==> src/hw/tmr_pkg.sv <==
// Package: register map, field layout, reset values and types for the dual timer/event counter
//
// Summary of operation
// Counter zero is a 16-bit up-counter fed by its pin or internal clock path.
// Counter one internal clock is system clock over four, or the 32768Hz input.
// Low byte write only fills the 8-bit holding buffer.
// High byte write loads high byte plus held low byte into preload at once.
// High byte read returns live high byte and copies live low byte to buffer.
// Low byte read returns the holding buffer, never the live counter.
// Mode field: 01 event count, 10 timer, 11 pulse width, 00 unused.
// Event and timer modes count to FFFFH, then reload from preload and continue.
// Overflow sets counter zero flag bit 6 and counter one flag bit 4.
// Event mode edge select 1 counts falling edges, 0 counts rising edges.
// Pulse width edge select 1 measures rising-to-falling, 0 falling-to-rising.
// Finished measurement stays put; start edges ignored until run is set again.
// Run clears itself at pulse width end; otherwise only software changes it.
// Overflow in pulse width mode reloads and raises the flag like other modes.
// Counter zero prescaler divides system clock by two to the field value.
// Preload write while stopped also loads the counter.
// Preload write while running only updates preload; counter runs on.
// While software reads a counter its count clock is blocked.
// Either overflow is a wake-up source.
// Frequency output source is counter zero or one overflow, fixed by an option.
// Port data bit set enables frequency output, clear disables it.
// Cleared interrupt enable keeps overflow from requesting service in every mode.
// Frequency output toggles per selected overflow, overflow rate over two.
// Port data bit 0 holds the output pin low regardless of overflows.
// Pin inputs are synchronised and edge detected before use.
package tmr_pkg;
  // ---------------------------------------------------------------
  // Register map
  // ---------------------------------------------------------------
  localparam logic [7:0] ADDR_C0_LOW = 8'h0C;
  localparam logic [7:0] ADDR_C0_HIGH = 8'h0D;
  localparam logic [7:0] ADDR_C0_CTRL = 8'h0E;
  localparam logic [7:0] ADDR_C1_LOW = 8'h0F;
  localparam logic [7:0] ADDR_C1_HIGH = 8'h10;
  localparam logic [7:0] ADDR_C1_CTRL = 8'h11;
  localparam logic [7:0] ADDR_IRQ_FIRST = 8'h0B;
  localparam logic [7:0] ADDR_IRQ_SECOND = 8'h1E;
  localparam logic [7:0] ADDR_PORT_A = 8'h12;
  // ---------------------------------------------------------------
  // Field positions
  // ---------------------------------------------------------------
  localparam int CTRL_PSC_LSB = 0;
  localparam int CTRL_EDGE_BIT = 3;
  localparam int CTRL_RUN_BIT = 4;
  localparam int CTRL_CLKSEL_BIT = 5;
  localparam int CTRL_MODE_LSB = 6;
  localparam int IRQ_C0_ENABLE_BIT = 2;
  localparam int IRQ_C0_FLAG_BIT = 6;
  localparam int IRQ_C1_ENABLE_BIT = 0;
  localparam int IRQ_C1_FLAG_BIT = 4;
  localparam int PORT_FREQ_BIT = 3;
  // ---------------------------------------------------------------
  // Reset values and constants
  // ---------------------------------------------------------------
  localparam logic [7:0] C0_CTRL_RESET = 8'h08;
  localparam logic [7:0] C1_CTRL_RESET = 8'h08;
  localparam logic [7:0] C0_CTRL_WMASK = 8'hDF;
  localparam logic [7:0] C1_CTRL_WMASK = 8'hF8;
  localparam logic [7:0] PORT_A_RESET = 8'hFF;
  localparam logic [15:0] COUNT_MAX = 16'hFFFF;
  localparam logic [1:0] DIV4_LAST = 2'h3;
  localparam logic [1:0] MODE_EVENT = 2'h1;
  localparam logic [1:0] MODE_TIMER = 2'h2;
  localparam logic [1:0] MODE_PULSE = 2'h3;
  localparam int unsigned SYS_CLK_HZ = 10000000;

  typedef struct packed {
    logic [7:0] addr;
    logic [7:0] wdata;
    logic wr;
    logic rd;
  } reg_req_t;

  typedef struct packed {
    logic [15:0] count;
    logic [15:0] preload;
    logic [7:0] low_buf;
    logic [7:0] ctrl;
    logic meas_active;
    logic meas_done;
    logic overflow;
    logic ctrl_loaded;
  } counter_state_t;
endpackage
==> src/hw/dual_timer_event_counter.sv <==
// Top level: two timer/event counters, prescalers, flags, frequency output and register port
`timescale 1ns/1ps
module dual_timer_event_counter #(
  parameter logic FREQ_SRC_SEL = 1'b0
) (
  input wire logic i_core_clk,
  input wire logic i_rst_b,
  input wire tmr_pkg::reg_req_t i_req,
  output logic [7:0] o_rdata,
  input wire logic i_c0_event_pin,
  input wire logic i_c1_event_pin,
  input wire logic i_clk32k,
  input wire logic i_port_a_bit3_dir_out,
  output logic o_freq_divider_out,
  output logic o_freq_divider_oe,
  output logic o_wakeup,
  output logic o_c0_irq_req,
  output logic o_c1_irq_req
);
  import tmr_pkg::*;

  // ---------------------------------------------------------------
  // State
  // ---------------------------------------------------------------
  typedef struct packed {
    logic [2:0] c0_pin_sync;
    logic [2:0] c1_pin_sync;
    logic [2:0] k32_sync;
    logic [6:0] psc;
    logic [1:0] div4;
    logic [7:0] rdata;
    logic [7:0] irq_first;
    logic [7:0] irq_second;
    logic [7:0] port_a;
    logic freq_tgl;
    logic freq_out;
    logic freq_oe;
    logic wakeup;
    logic c0_req;
    logic c1_req;
  } top_state_t;

  top_state_t st_r;
  top_state_t st_nxt;

  logic [7:0] c0_ctrl;
  logic [7:0] c1_ctrl;
  logic [7:0] c0_low;
  logic [7:0] c1_low;
  logic [7:0] c0_high;
  logic [7:0] c1_high;
  logic c0_ovf;
  logic c1_ovf;
  logic c0_tick;
  logic c1_tick;
  logic c0_rise;
  logic c0_fall;
  logic c1_rise;
  logic c1_fall;
  logic k32_rise;
  logic [2:0] psc_sel;
  logic wr;
  logic rd;
  logic sel_ovf;
  logic [7:0] rd_mux;

  logic sel_c0_low;
  logic sel_c0_high;
  logic sel_c0_ctrl;
  logic sel_c1_low;
  logic sel_c1_high;
  logic sel_c1_ctrl;
  logic sel_irq_first;
  logic sel_irq_second;
  logic sel_port_a;

  logic wr_c0_low;
  logic wr_c0_high;
  logic wr_c0_ctrl;
  logic wr_c1_low;
  logic wr_c1_high;
  logic wr_c1_ctrl;
  logic wr_irq_first;
  logic wr_irq_second;
  logic wr_port_a;

  logic rd_c0_high;
  logic rd_c1_high;
  logic rd_c0_cnt;
  logic rd_c1_cnt;

  // ---------------------------------------------------------------
  // Edge detect and internal clock paths
  // ---------------------------------------------------------------
  // Only stage 1 and 2 are read; stage 0 is the raw synchroniser flop
  assign c0_rise = st_r.c0_pin_sync[1] & ~st_r.c0_pin_sync[2];
  assign c0_fall = ~st_r.c0_pin_sync[1] & st_r.c0_pin_sync[2];
  assign c1_rise = st_r.c1_pin_sync[1] & ~st_r.c1_pin_sync[2];
  assign c1_fall = ~st_r.c1_pin_sync[1] & st_r.c1_pin_sync[2];
  assign k32_rise = st_r.k32_sync[1] & ~st_r.k32_sync[2];
  assign psc_sel = c0_ctrl[CTRL_PSC_LSB +: 3];

  always_comb begin
    // Divide by 2^n: tick when the low n prescaler bits are all ones
    unique case (psc_sel)
      3'h0: c0_tick = 1'b1;
      3'h1: c0_tick = st_r.psc[0];
      3'h2: c0_tick = &st_r.psc[1:0];
      3'h3: c0_tick = &st_r.psc[2:0];
      3'h4: c0_tick = &st_r.psc[3:0];
      3'h5: c0_tick = &st_r.psc[4:0];
      3'h6: c0_tick = &st_r.psc[5:0];
      3'h7: c0_tick = &st_r.psc[6:0];
    endcase
    c1_tick = c1_ctrl[CTRL_CLKSEL_BIT] ? k32_rise : (st_r.div4 == DIV4_LAST);
  end

  assign wr = i_req.wr;
  assign rd = i_req.rd;

  // ---------------------------------------------------------------
  // Address decode
  // ---------------------------------------------------------------
  assign sel_c0_low = i_req.addr == ADDR_C0_LOW;
  assign sel_c0_high = i_req.addr == ADDR_C0_HIGH;
  assign sel_c0_ctrl = i_req.addr == ADDR_C0_CTRL;
  assign sel_c1_low = i_req.addr == ADDR_C1_LOW;
  assign sel_c1_high = i_req.addr == ADDR_C1_HIGH;
  assign sel_c1_ctrl = i_req.addr == ADDR_C1_CTRL;
  assign sel_irq_first = i_req.addr == ADDR_IRQ_FIRST;
  assign sel_irq_second = i_req.addr == ADDR_IRQ_SECOND;
  assign sel_port_a = i_req.addr == ADDR_PORT_A;

  assign wr_c0_low = wr & sel_c0_low;
  assign wr_c0_high = wr & sel_c0_high;
  assign wr_c0_ctrl = wr & sel_c0_ctrl;
  assign wr_c1_low = wr & sel_c1_low;
  assign wr_c1_high = wr & sel_c1_high;
  assign wr_c1_ctrl = wr & sel_c1_ctrl;
  assign wr_irq_first = wr & sel_irq_first;
  assign wr_irq_second = wr & sel_irq_second;
  assign wr_port_a = wr & sel_port_a;

  // Any read of a counter byte freezes that counter for the cycle
  assign rd_c0_high = rd & sel_c0_high;
  assign rd_c1_high = rd & sel_c1_high;
  assign rd_c0_cnt = rd & (sel_c0_high | sel_c0_low);
  assign rd_c1_cnt = rd & (sel_c1_high | sel_c1_low);

  // ---------------------------------------------------------------
  // Counters
  // ---------------------------------------------------------------
  tmr_counter_core u_c0 (
    .i_core_clk(i_core_clk),
    .i_rst_b(i_rst_b),
    .i_ctrl_reset(C0_CTRL_RESET),
    .i_ctrl_wmask(C0_CTRL_WMASK),
    .i_int_tick(c0_tick),
    .i_pin_rise(c0_rise),
    .i_pin_fall(c0_fall),
    .i_pin_level(st_r.c0_pin_sync[2]),
    .i_wr_low(wr_c0_low),
    .i_wr_high(wr_c0_high),
    .i_wr_ctrl(wr_c0_ctrl),
    .i_rd_high(rd_c0_high),
    .i_rd_any(rd_c0_cnt),
    .i_wdata(i_req.wdata),
    .o_ctrl(c0_ctrl),
    .o_low_buf(c0_low),
    .o_count_high(c0_high),
    .o_overflow(c0_ovf)
  );

  tmr_counter_core u_c1 (
    .i_core_clk(i_core_clk),
    .i_rst_b(i_rst_b),
    .i_ctrl_reset(C1_CTRL_RESET),
    .i_ctrl_wmask(C1_CTRL_WMASK),
    .i_int_tick(c1_tick),
    .i_pin_rise(c1_rise),
    .i_pin_fall(c1_fall),
    .i_pin_level(st_r.c1_pin_sync[2]),
    .i_wr_low(wr_c1_low),
    .i_wr_high(wr_c1_high),
    .i_wr_ctrl(wr_c1_ctrl),
    .i_rd_high(rd_c1_high),
    .i_rd_any(rd_c1_cnt),
    .i_wdata(i_req.wdata),
    .o_ctrl(c1_ctrl),
    .o_low_buf(c1_low),
    .o_count_high(c1_high),
    .o_overflow(c1_ovf)
  );

  assign sel_ovf = FREQ_SRC_SEL ? c1_ovf : c0_ovf;

  // ---------------------------------------------------------------
  // Read data select
  // ---------------------------------------------------------------
  always_comb begin
    unique case (i_req.addr)
      ADDR_C0_LOW: rd_mux = c0_low;
      ADDR_C0_HIGH: rd_mux = c0_high;
      ADDR_C0_CTRL: rd_mux = c0_ctrl;
      ADDR_C1_LOW: rd_mux = c1_low;
      ADDR_C1_HIGH: rd_mux = c1_high;
      ADDR_C1_CTRL: rd_mux = c1_ctrl;
      ADDR_IRQ_FIRST: rd_mux = st_r.irq_first;
      ADDR_IRQ_SECOND: rd_mux = st_r.irq_second;
      ADDR_PORT_A: rd_mux = st_r.port_a;
      default: rd_mux = 8'h00;
    endcase
  end

  // ---------------------------------------------------------------
  // Next state
  // ---------------------------------------------------------------
  always_comb begin
    st_nxt = st_r;
    st_nxt.c0_pin_sync = {st_r.c0_pin_sync[1:0], i_c0_event_pin};
    st_nxt.c1_pin_sync = {st_r.c1_pin_sync[1:0], i_c1_event_pin};
    st_nxt.k32_sync = {st_r.k32_sync[1:0], i_clk32k};
    st_nxt.psc = st_r.psc + 7'h01;
    st_nxt.div4 = st_r.div4 + 2'h1;
    // Read data stands for one cycle only, zero otherwise
    st_nxt.rdata = rd ? rd_mux : 8'h00;

    if (wr_irq_first) begin
      st_nxt.irq_first = i_req.wdata & 8'h7F;
    end
    if (wr_irq_second) begin
      st_nxt.irq_second = i_req.wdata & 8'h77;
    end
    if (wr_port_a) begin
      st_nxt.port_a = i_req.wdata;
    end
    // Set after the write so a same-cycle overflow is not lost
    if (c0_ovf) begin
      st_nxt.irq_first[IRQ_C0_FLAG_BIT] = 1'b1;
    end
    if (c1_ovf) begin
      st_nxt.irq_second[IRQ_C1_FLAG_BIT] = 1'b1;
    end
    st_nxt.c0_req = st_r.irq_first[IRQ_C0_FLAG_BIT] & st_r.irq_first[IRQ_C0_ENABLE_BIT];
    st_nxt.c1_req = st_r.irq_second[IRQ_C1_FLAG_BIT] & st_r.irq_second[IRQ_C1_ENABLE_BIT];
    st_nxt.wakeup = c0_ovf | c1_ovf;
    if (sel_ovf) begin
      st_nxt.freq_tgl = ~st_r.freq_tgl;
    end
    st_nxt.freq_out = st_r.port_a[PORT_FREQ_BIT] & st_r.freq_tgl;
    st_nxt.freq_oe = i_port_a_bit3_dir_out;
  end

  always_ff @(posedge i_core_clk or negedge i_rst_b) begin
    if (!i_rst_b) begin
      st_r <= '0;
      st_r.port_a <= PORT_A_RESET;
    end else begin
      st_r <= st_nxt;
    end
  end

  // ---------------------------------------------------------------
  // Outputs
  // ---------------------------------------------------------------
  assign o_rdata = st_r.rdata;
  assign o_freq_divider_out = st_r.freq_out;
  assign o_freq_divider_oe = st_r.freq_oe;
  assign o_wakeup = st_r.wakeup;
  assign o_c0_irq_req = st_r.c0_req;
  assign o_c1_irq_req = st_r.c1_req;
endmodule // dual_timer_event_counter

==> src/hw/tmr_counter_core.sv <==
// One 16-bit timer/event counter with byte-buffered access and overflow reload
`timescale 1ns/1ps
module tmr_counter_core (
  input wire logic i_core_clk,
  input wire logic i_rst_b,
  input wire logic [7:0] i_ctrl_reset,
  input wire logic [7:0] i_ctrl_wmask,
  input wire logic i_int_tick,
  input wire logic i_pin_rise,
  input wire logic i_pin_fall,
  input wire logic i_pin_level,
  input wire logic i_wr_low,
  input wire logic i_wr_high,
  input wire logic i_wr_ctrl,
  input wire logic i_rd_high,
  input wire logic i_rd_any,
  input wire logic [7:0] i_wdata,
  output logic [7:0] o_ctrl,
  output logic [7:0] o_low_buf,
  output logic [7:0] o_count_high,
  output logic o_overflow
);
  import tmr_pkg::*;

  counter_state_t st_r;
  counter_state_t st_nxt;
  logic [1:0] mode;
  logic edge_sel;
  logic run;
  logic tick;
  logic start_edge;
  logic stop_edge;

  always_comb begin
    mode = st_r.ctrl[CTRL_MODE_LSB +: 2];
    edge_sel = st_r.ctrl[CTRL_EDGE_BIT];
    run = st_r.ctrl[CTRL_RUN_BIT];
    start_edge = edge_sel ? i_pin_rise : i_pin_fall;
    stop_edge = edge_sel ? i_pin_fall : i_pin_rise;
    st_nxt = st_r;
    st_nxt.overflow = 1'b0;
    // Reset value enters the register on the first edge out of reset
    st_nxt.ctrl_loaded = 1'b1;
    if (!st_r.ctrl_loaded) begin
      st_nxt.ctrl = i_ctrl_reset & i_ctrl_wmask;
    end
    tick = 1'b0;
    unique case (mode)
      MODE_EVENT: tick = edge_sel ? i_pin_fall : i_pin_rise;
      MODE_TIMER: tick = i_int_tick;
      MODE_PULSE: begin
        // Edge driven, not level driven: a pin already active at run does not start
        if (run && !st_r.meas_active && !st_r.meas_done && start_edge) begin
          st_nxt.meas_active = 1'b1;
        end
        if (run && st_r.meas_active && stop_edge) begin
          st_nxt.meas_active = 1'b0;
          st_nxt.meas_done = 1'b1;
          st_nxt.ctrl[CTRL_RUN_BIT] = 1'b0;
        end
        tick = st_r.meas_active && i_int_tick;
      end
      default: tick = 1'b0;
    endcase
    // Reads freeze counting; a tick that meets a read is lost
    if (!run || i_rd_any) begin
      tick = 1'b0;
    end
    if (tick) begin
      if (st_r.count == COUNT_MAX) begin
        st_nxt.count = st_r.preload;
        st_nxt.overflow = 1'b1;
      end else begin
        st_nxt.count = st_r.count + 16'h0001;
      end
    end
    if (i_wr_low) begin
      st_nxt.low_buf = i_wdata;
    end
    if (i_wr_high) begin
      st_nxt.preload = {i_wdata, st_r.low_buf};
      if (!run) begin
        st_nxt.count = {i_wdata, st_r.low_buf};
      end
    end
    if (i_rd_high) begin
      st_nxt.low_buf = st_r.count[7:0];
    end
    if (i_wr_ctrl) begin
      st_nxt.ctrl = i_wdata & i_ctrl_wmask;
      if (i_wdata[CTRL_RUN_BIT]) begin
        st_nxt.meas_done = 1'b0;
        st_nxt.meas_active = st_r.meas_active & i_pin_level & 1'b0;
      end
    end
  end

  always_ff @(posedge i_core_clk or negedge i_rst_b) begin
    if (!i_rst_b) begin
      st_r <= '0;
    end else begin
      st_r <= st_nxt;
    end
  end

  assign o_ctrl = st_r.ctrl_loaded ? st_r.ctrl : (i_ctrl_reset & i_ctrl_wmask);
  assign o_low_buf = st_r.low_buf;
  assign o_count_high = st_r.count[15:8];
  assign o_overflow = st_r.overflow;
endmodule // tmr_counter_core

==> config.mk <==
export PLATFORM = sky130hd
export DESIGN_NAME = dual_timer_event_counter
export DESIGN_NICKNAME = d
export VERILOG_FILES = /design/src/hw/tmr_pkg.sv /design/src/hw/dual_timer_event_counter.sv /design/src/hw/tmr_counter_core.sv
export SDC_FILE = /design/constraint.sdc
export NUM_CORES = 1
export LEC_CHECK = 0
export BUFFER_PORTS_ARGS = -buffer_cell sky130_fd_sc_hd__buf_2
export CORE_MARGIN = 5
export CORE_UTILIZATION = 62
export DETAILED_ROUTE_END_ITERATION = 10
export GPL_ROUTABILITY_DRIVEN = 0
export GPL_TIMING_DRIVEN = 0
export HOLD_SLACK_MARGIN = 0.08
export PLACE_DENSITY = 0.8
export SLEW_MARGIN = 20
export SYNTH_ARGS = -nofsm -noshare
export SYNTH_HDL_FRONTEND = slang
export SYNTH_HIERARCHICAL = 1
export SYNTH_SLANG_ARGS = --single-unit
==> constraint.sdc <==
create_clock -name i_core_clk -period 3.25 [get_ports i_core_clk]
set_clock_uncertainty 0.2 [all_clocks]
set_input_delay 0.65 -clock i_core_clk [delete_from_list [all_inputs] [get_ports i_core_clk]]
set_output_delay 0.65 -clock i_core_clk [all_outputs]
set_load 0.02 [all_outputs]
==> summary.md <==
| Metric | Value |
|---|---|
| Yosys top cell area share | 42.8% |
| Multi-input logic area | 4370 sq um |
| Reg clk slew, reported paths | 60 ps |
| NumNets Final | 1008 |
| CP Launch Type | flip-flop |
| Total Routed Length | 22.2 mm |
| CP Cell Sequence | ha_2 -> and3_1 -> ha_1 -> mux4_2 -> a21oi_2 -> a31oi_1 -> nand2_1 -> o32ai_4 -> and2_1 -> buf_4 -> buf_6 -> a211oi_1 -> a211oi_2 |
| Die ar. | 16500 sq um |
| Most frequent cell after synthesis | dfrtp_1 |
| Largest net degree at the start of global routing | 77 |
| Yosys top cell by area | dfrtp_1 |
| Sequential Area | 3940 sq um |
| Maximum VDD drop | 0.000369 V |
| Vias in the first global route | 6732 |
| Max-slew violations | 0 |
| F_max | 0.321 GHz |
| GR Overflow Total | 0 |
| # IOs | 37 |
| LEAKAGE | 4.56 nW |
| Max clock buf depth | 2 |
| Largest family of logic cells by synthesized area | simple AND/OR/NAND/NOR gates |
| Synth Area in Compound Gates | 15.0% |
| Crit share post-route | 95.8% |
| Clk sinks | 157 |
| Post-synth EDFFs | 0 |
| Area growth syn-to-layout | 14.5% |
| Pwr Total | 4.88 mW |
| Post-synthesis simple-gate area fraction | 18.4% |
| CP Launch Point | st_r[40] |
| Hold Crit Class | in -> reg |
| Tmin final | 3110 ps |
| Die extent in y | 129 um |
| Drt wl/cell | 18.9 um |
| Setup_tns | 0 ps |
| Worst Setup End Kind | flip-flop |
| Mapped Cells | 875 |
| Root Buffer | clkbuf_16 |
| Worst endpoint required time | 3350 ps |
| CTS tree | yes |
| Register area share after synthesis | 45.2% |
| Postcts setup bufs | 0 |
| Endpoints failing setup | 0 |
| Register bit total from synthesis | 157 |
| Synth Area in Adders | 0.861% |
| Worst slew margin | 54.5% |
| Post-route DRC violation count | 0 |
| Ranking of synthesized cells by area | dfrtp_1, nand2_1, mux2i_1 |
| Vias after detailed routing | 6956 |
| Status | complete, no violations |
| Vias per cell | 5.94 |
| GRT Resource Usage Total | 28.0% |
| Total of max-cap violations | 0 |
| N_diodes | 0 |
| Place WS | -360 ps |
| Fin. Hold Viols | 0 |
| Critical path class | reg -> reg |
| Synth cell types | 70 |
| Initial core utilization | 63.0% |
| Final ANT Viol Nets | 0 |
| Worst Path Buf+Inv | 2 |
| Core ar. | 13800 sq um |
| Hold Startpoint | i_port_a_bit3_dir_out |
| Port bufs | 35 |
| Hpwl dp | 14.9 mm |
| Die Width | 129 um |
| Layout cells sized above 1 | 21.7% |
| H-tree Lvls | 4 |
| Unrepaired setup endpoints after global routing | no |
| CP max FO | 10 |
| First-pass GRT wire length | 35.9 mm |
| Antenna violations before repair | 0 |
| Top_reg_cell synth | dfrtp_1 |
| Synth Area in XOR/XNOR | 1.21% |
| Post-synth ARST share | 100% |
| Pwr dens | 489 nW/um^2 |
| Post-Synthesis Cell Area | 8720 sq um |
| CTS buffer count | 17 |
| Worst skew pair latency | 430 ps |
| Delay-heaviest family, CP | compound AO/OA/AOI/OAI gates |
| Critical path's slowest cell | mux4_2 |
| Most common library cells after synthesis | dfrtp_1, nand2_1, o21ai_0, nor2_1 |
| Final WS setup | 135 ps |
| WP data arrival | 3210 ps |
| Critical Path Max Stage Delay | 460 ps |
| Post-layout util | 72.2% |
| # rows | 43 |
| 1st-iter DRT viols | 832 |
| Synth Warn # | 6 |
| Drt pass-1 iters | 5 |
| Filler cells | 998 |
| Post-Syn Area per Cell | 9.96 sq um |
| Proportion of synthesized area in mux cells | 12.3% |
| Worst R2R Start | st_r[40] |
| Slew @ Worst Pin | 678 ps |
## report_power, final
part | total [mW] | leakage (nW) | switching [mW] | internal, mW
sequential | 2.29 | 2.02 | 0.190 | 2.10
clock | 1.99 | 0.297 | 0.763 | 1.23
combinational | 0.602 | 2.24 | 0.338 | 0.264
total | 4.88 | 4.56 | 1.29 | 3.59
## timing repair
item	4_1_cts	5_1_grt
hold buffers	1	0
pin swaps	0	1
setup endpoints to repair	13	15
gates resized for setup	3	12
cloned	0	0
hold endpoints to repair	28	0
## final timing paths
check                                    endpoint  slack, ps  depth (start not counted)
min in group asynchronous           u_c0/st_r[38]        470                          2
worst min-delay path            o_freq_divider_oe        130                          1
worst max register to register      u_c0/st_r[42]        140                         13
worst min register to register         st_nxt[55]        150                          0
max in group asynchronous                 st_r[9]       1400                          4
worst max-delay path                u_c0/st_r[42]        140                         13
## cells by family after synthesis
logic type | Yosys count
AOI/OAI and AO/OA | 185
other | 4
adders and majority gates | 6
and+or+nand+nor | 317
muxes | 94
buffers and inverters | 100
xor gates and xnor gates | 12
DFF | 157
## sequential cells by signal (all words and copies together) (netlist names)
register / cells
o_c0_irq_req: 1
o_freq_divider_oe: 1
u_c1/o_count_high: 8
u_c1/st_r: 31
u_c1/edge_sel: 1
st_nxt: 6
u_c0/st_r: 31
st_r: 34
u_c0/o_overflow: 1
u_c1/o_overflow: 1
o_wakeup: 1
u_c1/mode: 2
o_c1_irq_req: 1
o_rdata: 8
u_c0/run: 1
o_freq_divider_out: 1
u_c0/edge_sel: 1
u_c0/o_count_high: 8
u_c0/mode: 2
u_c1/o_low_buf: 8
u_c1/run: 1
u_c0/o_low_buf: 8
## area by class of cell
cell class,count,area share [%]
sequential,157,39.5
clock buffer,25,5.06
tap,180,2.26
buffer,84,5.48
inverter,16,0.602
clock inverter,7,0.852
timing repair buffer,38,2.51
multi-input combinational,664,43.8
## stage by stage
stage                     cells  instance area (sq um)  hold WS, ps
after floorplan             921                   8890          131
after global placement     1136                   9290          132
after detailed placement   1138                   9350          137
after CTS                  1171                   9960          116
after global routing       1171                   9980          118
final                      1171                   9980          127
## layout by cell type (no fill, tap or decap), types with 13 or more instances in the layout
| cell | Yosys | layout |
|---|---|---|
| a21oi_1 | 30 | 29 |
| mux2_2 | 26 | 26 |
| buf_4 | 44 | 44 |
| a211oi_1 | 13 | 13 |
| dfrtp_1 | 149 | 148 |
| o21ai_0 | 54 | 52 |
| nor2_1 | 52 | 52 |
| nand3_1 | 25 | 25 |
| clkbuf_1 | 26 | 26 |
| conb_1 | 4 | 50 |
| buf_2 | 6 | 40 |
| clkbuf_16 | 0 | 17 |
| nor2b_1 | 15 | 15 |
| and3_1 | 16 | 16 |
| mux2_4 | 14 | 14 |
| o21a_1 | 14 | 14 |
| mux2i_1 | 44 | 44 |
| inv_1 | 16 | 16 |
| nand2_1 | 135 | 135 |
| nor3_1 | 14 | 14 |
## per-layer routing
metal	wire length (um)	share of wire (%)	vias to the layer above	GRT usage, %
li1	-	-	3229	-
met1	9690	44	3356	39.6
met2	10100	46	307	42.2
met3	1500	6.8	64	5.31
met4	832	3.8	0	12.5
met5	0	0	-	0
(Power assumes the default switching activity.)
